`config.mk`:
```
export PLATFORM = sky130hd
export DESIGN_NAME = timer16_capture_event_oneshot
export DESIGN_NICKNAME = d
export VERILOG_FILES = /design/src/timer16_pkg.sv /design/src/edge_if.sv /design/src/count_prescaler.sv /design/src/edge_filter.sv /design/src/timer16_capture_event_oneshot.sv
export VERILOG_INCLUDE_DIRS = /design/src /design/src/src
export SDC_FILE = /design/constraint.sdc
export NUM_CORES = 1
export LEC_CHECK = 0
export BUFFER_PORTS_ARGS = -buffer_cell sky130_fd_sc_hd__buf_2
export CAP_MARGIN = 10
export CORE_ASPECT_RATIO = 1.25
export CORE_MARGIN = 8
export CORE_UTILIZATION = 51
export CTS_CLUSTER_DIAMETER = 40
export DETAILED_ROUTE_END_ITERATION = 7
export PLACE_DENSITY = 0.7
export SLEW_MARGIN = 20
export SYNTH_ARGS = -nofsm -noshare
export SYNTH_HDL_FRONTEND = slang
export SYNTH_SLANG_ARGS = --single-unit
export TNS_END_PERCENT = 1
```
`constraint.sdc`:
```
create_clock -name clk -period 5.3 [get_ports clk]
set_input_delay 0.53 -clock clk [delete_from_list [all_inputs] [get_ports clk]]
set_output_delay 0.53 -clock clk [all_outputs]
set_load 0.02 [all_outputs]
```
`src/timer16_cfg.svh`:
```
`ifndef TIMER16_CFG_SVH
`define TIMER16_CFG_SVH

// Register byte addresses.
`define OFF_MODE_CTRL     8'h00
`define OFF_PRESCALE      8'h04
`define OFF_CAP_CTRL      8'h08
`define OFF_OUT_CTRL      8'h0C
`define OFF_PERIOD        8'h10
`define OFF_SECONDARY     8'h14
`define OFF_COUNTER       8'h18

// Mode control register fields.
`define MODE_OVF_BIT      0
`define MODE_OP_LO        2
`define MODE_OP_HI        3

// Prescaler mode register fields.
`define PRE_CLK_LO        0
`define PRE_CLK_HI        1
`define PRE_EDGE_LO       4
`define PRE_EDGE_HI       5
`define CLKSEL_EVENT      2'h3

// Capture/compare control register fields.
`define CAP_SEC_BIT       0

// Output control register fields.
`define OUT_EN_BIT        0
`define OUT_TGL_PER_BIT   1
`define OUT_ONESHOT_BIT   5
`define OUT_SOFT_BIT      6

// Reset values and constants.
`define RST_WORD16        16'h0000
`define RST_BYTE          8'h00
`define COUNT_MAX         16'hFFFF
`define COUNT_ONE         16'h0001

// Prescaler divide ratios.
`define DIV_SEL0          2
`define DIV_SEL1          8
`define DIV_SEL2          32

`endif

```
`src/timer16_pkg.sv`:
```
package timer16_pkg;

  typedef enum logic [1:0] {
    OP_STOP,
    OP_FREE,
    OP_RESTART,
    OP_MATCH
  } op_mode_e;

  typedef enum logic [1:0] {
    EDGE_FALL,
    EDGE_RISE,
    EDGE_BAD,
    EDGE_BOTH
  } edge_sel_e;

  // Selects the qualifying edge for a given edge-select code.
  function automatic logic edge_match(input edge_sel_e sel, input logic rise,
                                      input logic fall);
    logic r;
    r = 1'b0;
    unique case (sel)
      EDGE_FALL: r = fall;
      EDGE_RISE: r = rise;
      EDGE_BAD:  r = 1'b0;
      EDGE_BOTH: r = rise | fall;
    endcase
    return r;
  endfunction

endpackage
```
`src/edge_if.sv`:
```
`timescale 1ns/1ps
`default_nettype none
interface edge_if;
  import timer16_pkg::*;
  logic      sample_en;
  logic      pin;
  edge_sel_e edge_sel;
  logic      edge_hit;
  logic      level;

  modport filt (input sample_en, input pin, input edge_sel, output edge_hit, output level);
  modport user (output sample_en, output pin, output edge_sel, input edge_hit, input level);
endinterface
`default_nettype wire

```
`src/count_prescaler.sv`:
```
`timescale 1ns/1ps
`default_nettype none
`include "timer16_cfg.svh"
module count_prescaler
  import timer16_pkg::*;
#(
  parameter int DIV0 = `DIV_SEL0,
  parameter int DIV1 = `DIV_SEL1,
  parameter int DIV2 = `DIV_SEL2
) (
  // Clock and reset.
  input  wire logic       clk,
  input  wire logic       rst,
  // Control.
  input  wire logic       run,
  input  wire logic [1:0] sel,
  // Count clock enable.
  output logic            tick
);
  if (DIV0 < 1 || DIV1 < 1 || DIV2 < 1 || DIV2 > 65535) begin : g_bad_div
    $error("Prescaler divide ratios must lie between 1 and 65535.");
  end

  logic [15:0] div_cnt;
  logic [15:0] limit;

  always_comb begin
    unique case (sel)
      2'h0:    limit = 16'(DIV0 - 1);
      2'h1:    limit = 16'(DIV1 - 1);
      default: limit = 16'(DIV2 - 1);
    endcase
  end

  assign tick = run && (div_cnt >= limit);

  // Divider restarts when the timer stops so a start is one period from a tick.
  always_ff @(posedge clk) begin
    if (rst || !run || tick) begin
      div_cnt <= `RST_WORD16;
    end else begin
      div_cnt <= div_cnt + `COUNT_ONE;
    end
  end
endmodule
`default_nettype wire

```
`src/edge_filter.sv`:
```
`timescale 1ns/1ps
`default_nettype none
`include "timer16_cfg.svh"
module edge_filter
  import timer16_pkg::*;
(
  // Clock and reset.
  input  wire logic clk,
  input  wire logic rst,
  // Sampled input and detected edge.
  edge_if.filt      e
);
  logic samp_new;
  logic samp_old;
  logic lvl;
  logic agree;

  // A level counts only after two consecutive equal samples.
  assign agree   = e.sample_en && (samp_new == samp_old) && (samp_new != lvl);
  assign e.level = lvl;
  assign e.edge_hit = agree && edge_match(e.edge_sel, samp_new, !samp_new);

  always_ff @(posedge clk) begin
    if (rst) begin
      samp_new <= 1'b0;
      samp_old <= 1'b0;
    end else if (e.sample_en) begin
      samp_new <= e.pin;
      samp_old <= samp_new;
    end
  end

  always_ff @(posedge clk) begin
    if (rst) begin
      lvl <= 1'b0;
    end else if (agree) begin
      lvl <= samp_new;
    end
  end
endmodule
`default_nettype wire

```
`src/timer16_capture_event_oneshot.sv`:
```
`timescale 1ns/1ps
`default_nettype none
`include "timer16_cfg.svh"
module timer16_capture_event_oneshot
  import timer16_pkg::*;
#(
  parameter int DIV0 = `DIV_SEL0,
  parameter int DIV1 = `DIV_SEL1,
  parameter int DIV2 = `DIV_SEL2
) (
  // Clock and reset.
  input  wire logic        clk,
  input  wire logic        rst,
  // Register port.
  input  wire logic [7:0]  addr,
  input  wire logic [15:0] wdata,
  input  wire logic        wr,
  input  wire logic        rd,
  output logic      [15:0] rdata,
  // Pins.
  input  wire logic        trigger_input_pin,
  output logic             timer_output_pin,
  // Interrupt requests.
  output logic             period_match_irq,
  output logic             secondary_match_irq
);
  // Software-visible state.
  op_mode_e    op_mode;
  logic [1:0]  clk_sel;
  edge_sel_e   edge_sel;
  logic        sec_is_capture;
  logic        output_enable_bit;
  logic        toggle_on_period_match_bit;
  logic        oneshot_enable;
  logic        overflow_flag;
  logic [15:0] period_compare_capture;
  logic [15:0] secondary_compare_capture;
  logic [15:0] main_counter;

  // Internal state.
  logic        out_ff;
  logic        pulse_busy;
  logic        cap_pending;

  // Decoded control.
  logic running;
  logic event_mode;
  logic tick;
  logic edge_hit;
  logic count_en;
  logic cap_event;
  logic soft_trig;
  logic ext_trig;
  logic restart;
  logic per_hit;
  logic sec_hit;
  logic sec_first;
  logic wr_mode;
  logic wr_pre;
  logic wr_cap;
  logic wr_out;
  logic wr_per;
  logic wr_sec;

  edge_if ein ();

  assign running    = (op_mode != OP_STOP);
  assign event_mode = (clk_sel == `CLKSEL_EVENT);

  count_prescaler #(
    .DIV0 (DIV0),
    .DIV1 (DIV1),
    .DIV2 (DIV2)
  ) u_prescaler (
    .clk  (clk),
    .rst  (rst),
    .run  (running && !event_mode),
    .sel  (clk_sel),
    .tick (tick)
  );

  // Event mode samples every system clock, capture modes on the count clock.
  assign ein.sample_en = running && (event_mode ? 1'b1 : tick);
  assign ein.pin       = trigger_input_pin;
  assign ein.edge_sel  = edge_sel;
  assign edge_hit      = ein.edge_hit;

  edge_filter u_filter (
    .clk (clk),
    .rst (rst),
    .e   (ein.filt)
  );

  // Register write decode.
  assign wr_mode = wr && (addr == `OFF_MODE_CTRL);
  assign wr_pre  = wr && (addr == `OFF_PRESCALE);
  assign wr_cap  = wr && (addr == `OFF_CAP_CTRL);
  assign wr_out  = wr && (addr == `OFF_OUT_CTRL);
  assign wr_per  = wr && (addr == `OFF_PERIOD);
  assign wr_sec  = wr && (addr == `OFF_SECONDARY);

  // Count enable: valid edges in event mode, prescaler ticks otherwise.
  assign count_en  = running && (event_mode ? edge_hit : tick);
  assign cap_event = (op_mode == OP_RESTART) && !event_mode && edge_hit;
  assign soft_trig = wr_out && wdata[`OUT_SOFT_BIT] && oneshot_enable && running;
  assign ext_trig  = running && oneshot_enable && !event_mode && edge_hit
                     && !pulse_busy;
  assign restart   = cap_event || ext_trig || soft_trig;
  assign per_hit   = count_en && (main_counter == period_compare_capture);
  assign sec_hit   = count_en && (main_counter == secondary_compare_capture)
                     && !sec_is_capture;
  assign sec_first = (secondary_compare_capture < period_compare_capture);

  // Control registers.
  always_ff @(posedge clk) begin
    if (rst) begin
      op_mode <= OP_STOP;
    end else if (wr_mode) begin
      op_mode <= op_mode_e'(wdata[`MODE_OP_HI:`MODE_OP_LO]);
    end
  end

  always_ff @(posedge clk) begin
    if (rst) begin
      clk_sel  <= 2'h0;
      edge_sel <= EDGE_FALL;
    end else if (wr_pre) begin
      clk_sel  <= wdata[`PRE_CLK_HI:`PRE_CLK_LO];
      edge_sel <= edge_sel_e'(wdata[`PRE_EDGE_HI:`PRE_EDGE_LO]);
    end
  end

  always_ff @(posedge clk) begin
    if (rst) begin
      sec_is_capture <= 1'b0;
    end else if (wr_cap) begin
      sec_is_capture <= wdata[`CAP_SEC_BIT];
    end
  end

  always_ff @(posedge clk) begin
    if (rst) begin
      output_enable_bit          <= 1'b0;
      toggle_on_period_match_bit <= 1'b0;
      oneshot_enable             <= 1'b0;
    end else if (wr_out) begin
      output_enable_bit          <= wdata[`OUT_EN_BIT];
      toggle_on_period_match_bit <= wdata[`OUT_TGL_PER_BIT];
      oneshot_enable             <= wdata[`OUT_ONESHOT_BIT];
    end
  end

  always_ff @(posedge clk) begin
    if (rst) begin
      period_compare_capture <= `RST_WORD16;
    end else if (wr_per) begin
      period_compare_capture <= wdata;
    end
  end

  // Capture takes priority over a software write in the same cycle.
  always_ff @(posedge clk) begin
    if (rst) begin
      secondary_compare_capture <= `RST_WORD16;
    end else if (cap_event && sec_is_capture) begin
      secondary_compare_capture <= main_counter;
    end else if (wr_sec) begin
      secondary_compare_capture <= wdata;
    end
  end

  // Main counter.
  always_ff @(posedge clk) begin
    if (rst || !running) begin
      main_counter <= `RST_WORD16;
    end else if (restart) begin
      main_counter <= `RST_WORD16;
    end else if (count_en) begin
      if (op_mode == OP_MATCH && main_counter == period_compare_capture) begin
        main_counter <= `RST_WORD16;
      end else begin
        main_counter <= main_counter + `COUNT_ONE;
      end
    end
  end

  // Overflow is sticky; a wrap in the clearing cycle wins over the clear.
  always_ff @(posedge clk) begin
    if (rst) begin
      overflow_flag <= 1'b0;
    end else if (count_en && !restart && main_counter == `COUNT_MAX) begin
      overflow_flag <= 1'b1;
    end else if (wr_mode && !wdata[`MODE_OVF_BIT]) begin
      overflow_flag <= 1'b0;
    end
  end

  // Capture interrupt follows at the next count clock.
  always_ff @(posedge clk) begin
    if (rst || !running) begin
      cap_pending <= 1'b0;
    end else if (cap_event && sec_is_capture) begin
      cap_pending <= 1'b1;
    end else if (tick) begin
      cap_pending <= 1'b0;
    end
  end

  always_ff @(posedge clk) begin
    if (rst) begin
      period_match_irq    <= 1'b0;
      secondary_match_irq <= 1'b0;
    end else begin
      period_match_irq    <= per_hit && !restart;
      secondary_match_irq <= (sec_hit && !restart) || (cap_pending && tick);
    end
  end

  // One-shot activity window.
  always_ff @(posedge clk) begin
    if (rst || !running || !oneshot_enable) begin
      pulse_busy <= 1'b0;
    end else if (ext_trig || soft_trig) begin
      pulse_busy <= 1'b1;
    end else if (pulse_busy && ((sec_first && per_hit) || (!sec_first && sec_hit))) begin
      pulse_busy <= 1'b0;
    end
  end

  // Output flip-flop.
  always_ff @(posedge clk) begin
    if (rst || !running) begin
      out_ff <= 1'b0;
    end else if (oneshot_enable) begin
      if (pulse_busy && !restart && sec_hit) begin
        out_ff <= sec_first;
      end else if (pulse_busy && !restart && per_hit) begin
        out_ff <= !sec_first;
      end
    end else if (toggle_on_period_match_bit && op_mode == OP_MATCH && per_hit) begin
      out_ff <= !out_ff;
    end
  end

  always_ff @(posedge clk) begin
    if (rst) begin
      timer_output_pin <= 1'b0;
    end else begin
      timer_output_pin <= output_enable_bit && out_ff;
    end
  end

  // Read port; unmapped addresses read zero.
  always_ff @(posedge clk) begin
    if (rst) begin
      rdata <= `RST_WORD16;
    end else if (rd) begin
      unique case (addr)
        `OFF_MODE_CTRL: rdata <= {12'h000, op_mode, 1'b0, overflow_flag};
        `OFF_PRESCALE:  rdata <= {10'h000, edge_sel, 2'h0, clk_sel};
        `OFF_CAP_CTRL:  rdata <= {15'h0000, sec_is_capture};
        `OFF_OUT_CTRL:  rdata <= {10'h000, oneshot_enable, 3'h0,
                                  toggle_on_period_match_bit, output_enable_bit};
        `OFF_PERIOD:    rdata <= period_compare_capture;
        `OFF_SECONDARY: rdata <= secondary_compare_capture;
        `OFF_COUNTER:   rdata <= main_counter;
        default:        rdata <= `RST_WORD16;
      endcase
    end else begin
      rdata <= `RST_WORD16;
    end
  end

  // Checks.
  property p_restart_capture;
    @(posedge clk) disable iff (rst)
    (cap_event && sec_is_capture && running) |=>
      (secondary_compare_capture == $past(main_counter)) && (main_counter == `RST_WORD16);
  endproperty
  a_restart_capture: assert property (p_restart_capture)
    else $error("Restart capture did not store and clear.");
  property p_bad_edge;
    @(posedge clk) disable iff (rst)
    (edge_sel == EDGE_BAD) |-> !edge_hit;
  endproperty
  a_bad_edge: assert property (p_bad_edge)
    else $error("Prohibited edge code produced an edge.");
  property p_match_clear;
    @(posedge clk) disable iff (rst)
    (op_mode == OP_MATCH && count_en && !restart && main_counter == period_compare_capture)
      |=> (main_counter == `RST_WORD16) && period_match_irq;
  endproperty
  a_match_clear: assert property (p_match_clear)
    else $error("Period match did not clear counter with irq.");
  property p_ovf_cause;
    @(posedge clk) disable iff (rst)
    $rose(overflow_flag) |-> ($past(main_counter) == 16'hFFFF) && (main_counter == 16'h0000);
  endproperty
  a_ovf_cause: assert property (p_ovf_cause)
    else $error("Overflow set without wrap from maximum.");

  property p_square_toggle;
    @(posedge clk) disable iff (rst)
    (running && !oneshot_enable && toggle_on_period_match_bit && op_mode == OP_MATCH
     && per_hit && !wr_mode) |=> (out_ff != $past(out_ff))
      ##1 (timer_output_pin == ($past(output_enable_bit) && $past(out_ff)));
  endproperty
  a_square_toggle: assert property (p_square_toggle)
    else $error("Square wave output did not invert on match.");
  property p_soft_start;
    @(posedge clk) disable iff (rst)
    (soft_trig && !wr_mode) |=> (main_counter == 16'h0000) && pulse_busy;
  endproperty
  a_soft_start: assert property (p_soft_start)
    else $error("Soft trigger did not clear and start.");

  property p_ignore_retrigger;
    @(posedge clk) disable iff (rst)
    (pulse_busy && edge_hit && op_mode == OP_FREE && !soft_trig && !wr_mode)
      |=> main_counter == $past(main_counter) + {15'h0000, $past(count_en)};
  endproperty
  a_ignore_retrigger: assert property (p_ignore_retrigger)
    else $error("External trigger accepted during a pulse.");

  property p_free_count;
    @(posedge clk) disable iff (rst)
    (op_mode == OP_FREE && count_en && !restart && !wr_mode)
      |=> main_counter == $past(main_counter) + `COUNT_ONE;
  endproperty
  a_free_count: assert property (p_free_count)
    else $error("Running counter failed to increment.");

  property p_oneshot_active;
    @(posedge clk) disable iff (rst)
    (pulse_busy && oneshot_enable && sec_first && sec_hit && !restart && !wr_mode && !wr_out)
      |=> out_ff ##1 timer_output_pin == $past(output_enable_bit);
  endproperty
  a_oneshot_active: assert property (p_oneshot_active)
    else $error("One-shot output did not go active at secondary match.");
endmodule
`default_nettype wire

```
---- Word level (Yosys, flattened, before mapping) ----
Index checks and enable logic that the tools add are counted.
storage, ports and cells
  input bits .............................. 29
  bits in read-only memories .............. 0
  register bits ........................... 100
  bits in latches ......................... 0
  memories kept ........................... 0
  logic and storage cells ................. 138
  bits in writable memories ............... 0
operators by class
  divide/modulo/power cells ............... 0
  $mul .................................... 0
  reduce and logical (&&, ||, !) cells .... 74
  shifts and indexed selects .............. 0
  magnitude comparators ................... 2
  eq/ne operators ......................... 19
  add/sub/neg operators ................... 2
  bitwise gates (word level) .............. 1
  mux-type cells .......................... 18
operator list
  kind                   count
  $pmux 16 s7            1
  $mux 16                3
  $logic_and 1x1->1      42
  $add 16x1->16 const B  2
  $eq 16x16->1           2
  $eq 8x5->1 const B     3
  $eq 16x16->1 const B   1
  $eq 8x4->1 const B     2
  $ge 16x5->1            1
  $lt 16x16->1           1
  $mux 1                 12
  $reduce_bool 2->1      6
  $logic_not 1->1        11
  $eq 2x2->1 const B     5
  $pmux 5 s2             1
  $logic_or 1x1->1       9
  $eq 8x3->1 const B     1
  $logic_not 8->1        1
  $eq 2x1->1 const B     2
  $logic_not 2->1        2
  $pmux 1 s4             1
  $reduce_or 2->1        2
  $ne 3x1->1 const B     1
  $reduce_and 2->1       1
  other kinds (3)        3

---- Longest topological paths before layout ----
  word-level depth ........................ 19
  depth in mapped cells ................... 10
  depth with buffers taken out ............ 9

---- Hierarchy ----
A second synthesis with hierarchy kept.
unflattened totals
  cells, all modules ...................... 568
  area total of the unflattened synthesis .. 5123.7 um^2
by module, submodules not included
  module                         cells each  instances  seq. area each (um^2)  area each (um^2)
  timer16_capture_event_oneshot  501         1          1621.6                 4327.9
  count_prescaler                51          1          320.3                  638.1
  edge_filter                    16          1          60.1                   157.7

---- Least setup slack after synthesis ----
Ideal clock, no wire load.
  path type ............................... input -> register
  start ................................... input port addr[1]
  end ..................................... register period_compare_capture[10]
  arrival time ............................ 2.518 ns
  stages .................................. 9
  path slack .............................. 2.654 ns
  cell sequence ........................... or4_4 > or2_4 > or3b_1 > buf_2 > nor3b_2 > buf_6 > buf_12 > mux2i_1 > nor2_1
between the ends
  longest elaborated chain between the ends .. 2
RTL lines
  item                  line                                  RTL
  start, declared       timer16_capture_event_oneshot.sv:15   input wire logic [7:0] addr,
  $eq 8x5->1            -
  $logic_and 1x1->1     timer16_capture_event_oneshot.sv:99   assign wr_per = wr && (addr == `OFF_PERIOD);
  end signal, assigned  timer16_capture_event_oneshot.sv:155  period_compare_capture <= `RST_WORD16;
  end signal, assigned  timer16_capture_event_oneshot.sv:157  period_compare_capture <= wdata;
  end, declared         timer16_capture_event_oneshot.sv:36   logic [15:0] period_compare_capture;
Every way passes these cells.
A chain may end at the register's enable or synchronous reset.

---- Worst setup path in the final report ----
  start ................................... register clk_sel[1]
  end ..................................... register secondary_compare_capture[8]
between the ends
  longest elaborated chain between the ends .. 12
RTL lines
  item                                                     line                                                                                              RTL
  start, declared                                          timer16_capture_event_oneshot.sv:29                                                               logic [1:0] clk_sel;
  start signal, assigned                                   timer16_capture_event_oneshot.sv:128                                                              clk_sel <= wdata[`PRE_CLK_HI:`PRE_CLK_LO];
  $eq 2x1->1, or another cell as far along                 count_prescaler.sv:28                                                                             unique case (sel)
  $pmux 5 s2 / $logic_not 1->1 (equally long branches)     count_prescaler.sv:28, timer16_capture_event_oneshot.sv:77, timer16_capture_event_oneshot.sv:104
  $ge 16x5->1 / $logic_and 1x1->1 (equally long branches)  count_prescaler.sv:35, timer16_capture_event_oneshot.sv:77
  $logic_and 1x1->1                                        count_prescaler.sv:35                                                                             assign tick = run && (div_cnt >= limit);
  $mux 1                                                   timer16_capture_event_oneshot.sv:83                                                               assign ein.sample_en = running && (event_mode ? 1'b1 : tick);
  $logic_and 1x1->1                                        timer16_capture_event_oneshot.sv:83
  $logic_and 1x1->1 (2 in a row)                           edge_filter.sv:19                                                                                 assign agree = e.sample_en && (samp_new == samp_old) && (samp_new != lvl);
  $logic_and 1x1->1                                        edge_filter.sv:21                                                                                 assign e.edge_hit = agree && edge_match(e.edge_sel, samp_new, !samp_new);
  $logic_and 1x1->1 *                                      timer16_capture_event_oneshot.sv:104                                                              assign cap_event = (op_mode == OP_RESTART) && !event_mode && edge_hit;
  $logic_and 1x1->1 *                                      timer16_capture_event_oneshot.sv:165                                                              end else if (cap_event && sec_is_capture) begin
  $mux 16 / $reduce_bool 2->1 (equally long branches)      -
  end signal, assigned                                     timer16_capture_event_oneshot.sv:164                                                              secondary_compare_capture <= `RST_WORD16;
  end signal, assigned                                     timer16_capture_event_oneshot.sv:166                                                              secondary_compare_capture <= main_counter;
  end signal, assigned                                     timer16_capture_event_oneshot.sv:168                                                              secondary_compare_capture <= wdata;
  end, declared                                            timer16_capture_event_oneshot.sv:37                                                               logic [15:0] secondary_compare_capture;
Every way passes the cells marked *; elsewhere a longest branch is shown, timed or not.

==> metrics.md <==
| Metric | Value |
|---|---|
| Outcome | `complete, no violations` |
| Number of I/O port buffers | `47` |
| Hold depth | `3` |
| Synth async-reset ratio | `0%` |
| Crit path DAT | `3.58 ns` |
| Max-cap violations | `0` |
| Starting Density | `51.7%` |
| DR vias | `4,356` |
| Crit path time final | `3.41 ns` |
| Max_slew headroom | `24.5%` |
| YS warnings | `0` |
| Mapped Cells | `609` |
| Ant diodes | `0` |
| WP data required | `5.47 ns` |
| LEAKAGE | `2.15 nW` |
| Syn_area_per_cell | `8.45 um2` |
| Post-CTS Resized | `0` |
| Die area | `0.0136 mm2` |
| Drt wl/cell | `16.7 um` |
| Clock Path Buffers | `2` |
| Core area | `0.00995 mm2` |
| CP max-delay cell | `nand2_1` |
| # IOs | `48` |
| Slowest stage delay, CP | `0.74 ns` |
| Hold WC Path Type | `primary input to register` |
| GR Overflow Total | `0` |
| Distinct cells, synth | `57` |
| DRC | `0` |
| Final setup fails | `0` |
| Vias per std cell | `5.69` |
| Clk_skew | `0.00693 ns` |
| CTS Hold Bufs | `0` |
| Layout cell share with drive strength beyond 1 | `12.2%` |
| Pin count of the biggest net entering global routing | `55` |
| Crit. End Element | `register` |
| Root Buffer | `clkbuf_16` |
| Area Overhead vs Synth | `10.6%` |
| Crit path depth | `9` |
| Total track usage | `19.6%` |
| Fmax | `294 MHz` |
| Min Hold Slack | `0.424 ns` |
| DRT Pass-1 Iters | `5` |
| Final Max Tran Viols | `0` |
| Post-route ant nets | `0` |
| Chip Width | `106 um` |
| Num CTS Buffers | `9` |
| Worst VDD drop | `161 uV` |
| Setup TNS | `0 ns` |
| Final Hold Fails | `0` |
| CP bufs+invs | `1` |
| Filler cells | `948` |
| Worst slew pin tran | `1.13 ns` |
| Antenna violations before repair | `0` |
| Synth Flop Type | `dfxtp_1` |
| Crit-path max FO | `33` |
| Gpl congestion | `0.844` |
| DR iter-0 viols | `220` |
| Share of the yosys chip area belonging to registers | `38.9%` |
| CP Cell Sequence | `inv_1 -> ha_1 -> a21oi_1 -> o32ai_1 -> o221ai_1 -> nor4b_4 -> nand2_1 -> nor2_1 -> a311oi_1` |
| Die H | `128 um` |
| Startpoint Class | `register` |
| Crit path max-delay family | `simple AND/OR/NAND/NOR gates` |
| Period utilization | `64.2%` |
| #FFs+latches synth | `100` |
| Post-synth EDFFs | `0` |
| TritonCTS clock tree | `built` |
| CTS sink count | `100` |
| Vias in the first global route | `4,409` |
| H-tree Lvls | `3` |
| Post-CTS setup buffer count | `0` |
| Clock slew at reported path FFs | `0.07 ns` |
| First-pass GRT wire length | `21,600 um` |
| Power Density | `249 mW/mm2` |
| Clock latency on the worst-skew pair | `0.35 ns` |
| Detailed placement HPWL | `9210 um` |
| Final #Nets | `682` |
| DRT Wirelength | `12,800 um` |
| Rows | `41` |
| Depth of the most critical reg-to-reg path | `9` |
| Unrepaired setup endpoints after global routing | `no` |
| Post-Synthesis Cell Area | `0.00515 mm2` |
| CP Class | `register to register` |
[final cells by class]
type                    instances  area [um2]  area share (%)
flip-flops and latches        100        2000            35.2
repair buffers                 50         265            4.66
well taps                     129         161            2.84
clock buffers                  10         229            4.02
multi-input cells             448        2900            51.0
inverters                      23        86.3            1.52
clock inverters                 6        46.3           0.813
[routing by layer]
layer  share of wire, %  wire length, um  track usage (%)  up-vias
met3                3.8              486             3.47       31
li1                   -                -                -     2140
met5                  0                0                0        -
met1                 45             5780             23.7     2070
met2                 48             6070             32.7      115
met4                3.3              425             9.71        0
[worst paths after layout]
kind | endpoint | slack, ns | start
worst max-delay path | secondary_compare_capture[8] | 1.89 | clk_sel[1]
worst min-delay path | u_filter.samp_new | 0.42 | trigger_input_pin
worst max register to register | secondary_compare_capture[8] | 1.89 | clk_sel[1]
worst min register to register | timer_output_pin | 0.45 | out_ff
[logic make-up (layout without fill, tap and decap cells)]
logic type | after synthesis | after routing | synth area share [%]
AND/OR/NAND/NOR | 243 | 243 | 22.3
flip-flops | 100 | 100 | 38.9
AO/OA/AOI/OAI | 83 | 83 | 11.5
buffers and inverters | 70 | 89 | 5.61
XOR/XNOR | 52 | 52 | 8.85
multiplexers | 39 | 39 | 7.63
adder cells (fa/ha/maj) | 21 | 21 | 5.10
other | 1 | 10 | 0.0729
[through the flow]
stage	utilization [%]	std cells	setup WS, ns	power [mW]	area [um2]
2_1_floorplan	-	618	2.65	0.796	5180
3_3_place_gp	54.3	749	1.74	0.816	5400
3_5_place_dp	54.3	749	1.63	0.817	5400
4_1_cts	57.0	765	1.93	1.43	5680
5_1_grt	57.2	766	1.57	1.47	5690
6_report	57.2	766	1.89	1.42	5690
[registers in the layout, summed over array words and instances, names as in the netlist, 2 cells and up]
name                       cells
edge_sel                       2
period_compare_capture        16
clk_sel                        2
u_prescaler.div_cnt           16
main_counter                  16
rdata                         16
secondary_compare_capture     16
op_mode                        2
[layout by cell type (no fill, tap or decap), types with 8 or more instances in the layout]
cell and n:
a21oi_1 29, a311oi_1 16, buf_2 47, clkbuf_16 9, conb_1 10, dfxtp_1 100
ha_1 21, inv_1 23, mux2i_1 37, nand2_1 48, nand3_1 35, nand4_1 11
nor2_1 101, nor3_1 10, nor4_1 9, o21ai_0 8, xnor2_1 28, xor2_1 24
[power breakdown]
part / switching (mW) / internal, mW / total (mW)
clock: 0.296 / 0.323 / 0.619
combinational: 0.0284 / 0.0153 / 0.0437
sequential: 0.00159 / 0.755 / 0.757
[worst register-to-register path, stage by stage (launching register included)]
cell,delay [ns]
dfxtp_1,0.43
inv_1,0.10
ha_1,0.31
a21oi_1,0.08
o32ai_1,0.38
o221ai_1,0.34
nor4b_4,0.43
nand2_1,0.74
nor2_1,0.34
a311oi_1,0.08
[Yosys cell counts, drive strengths merged, types with 3 or more instances]
cell type	count	area, um2
dfxtp	100	2000
inv	23	86.3
and3	5	31.3
nand2	48	180
clkbuf	39	146
xnor2	28	245
nand4	11	68.8
ha	21	263
nor4	9	56.3
xor2	24	210
and4	3	26.3
a221oi	6	52.6
a21o	4	30.0
nor2b	3	18.8
o21ai	8	40.0
nor2	101	379
a311oi	16	140
nand3	35	175
buf	8	56.3
a2111oi	4	47.6
nor3	11	55.1
a21oi	29	145
mux2i	37	370
Note: power is estimated with default switching activity, not from simulation.
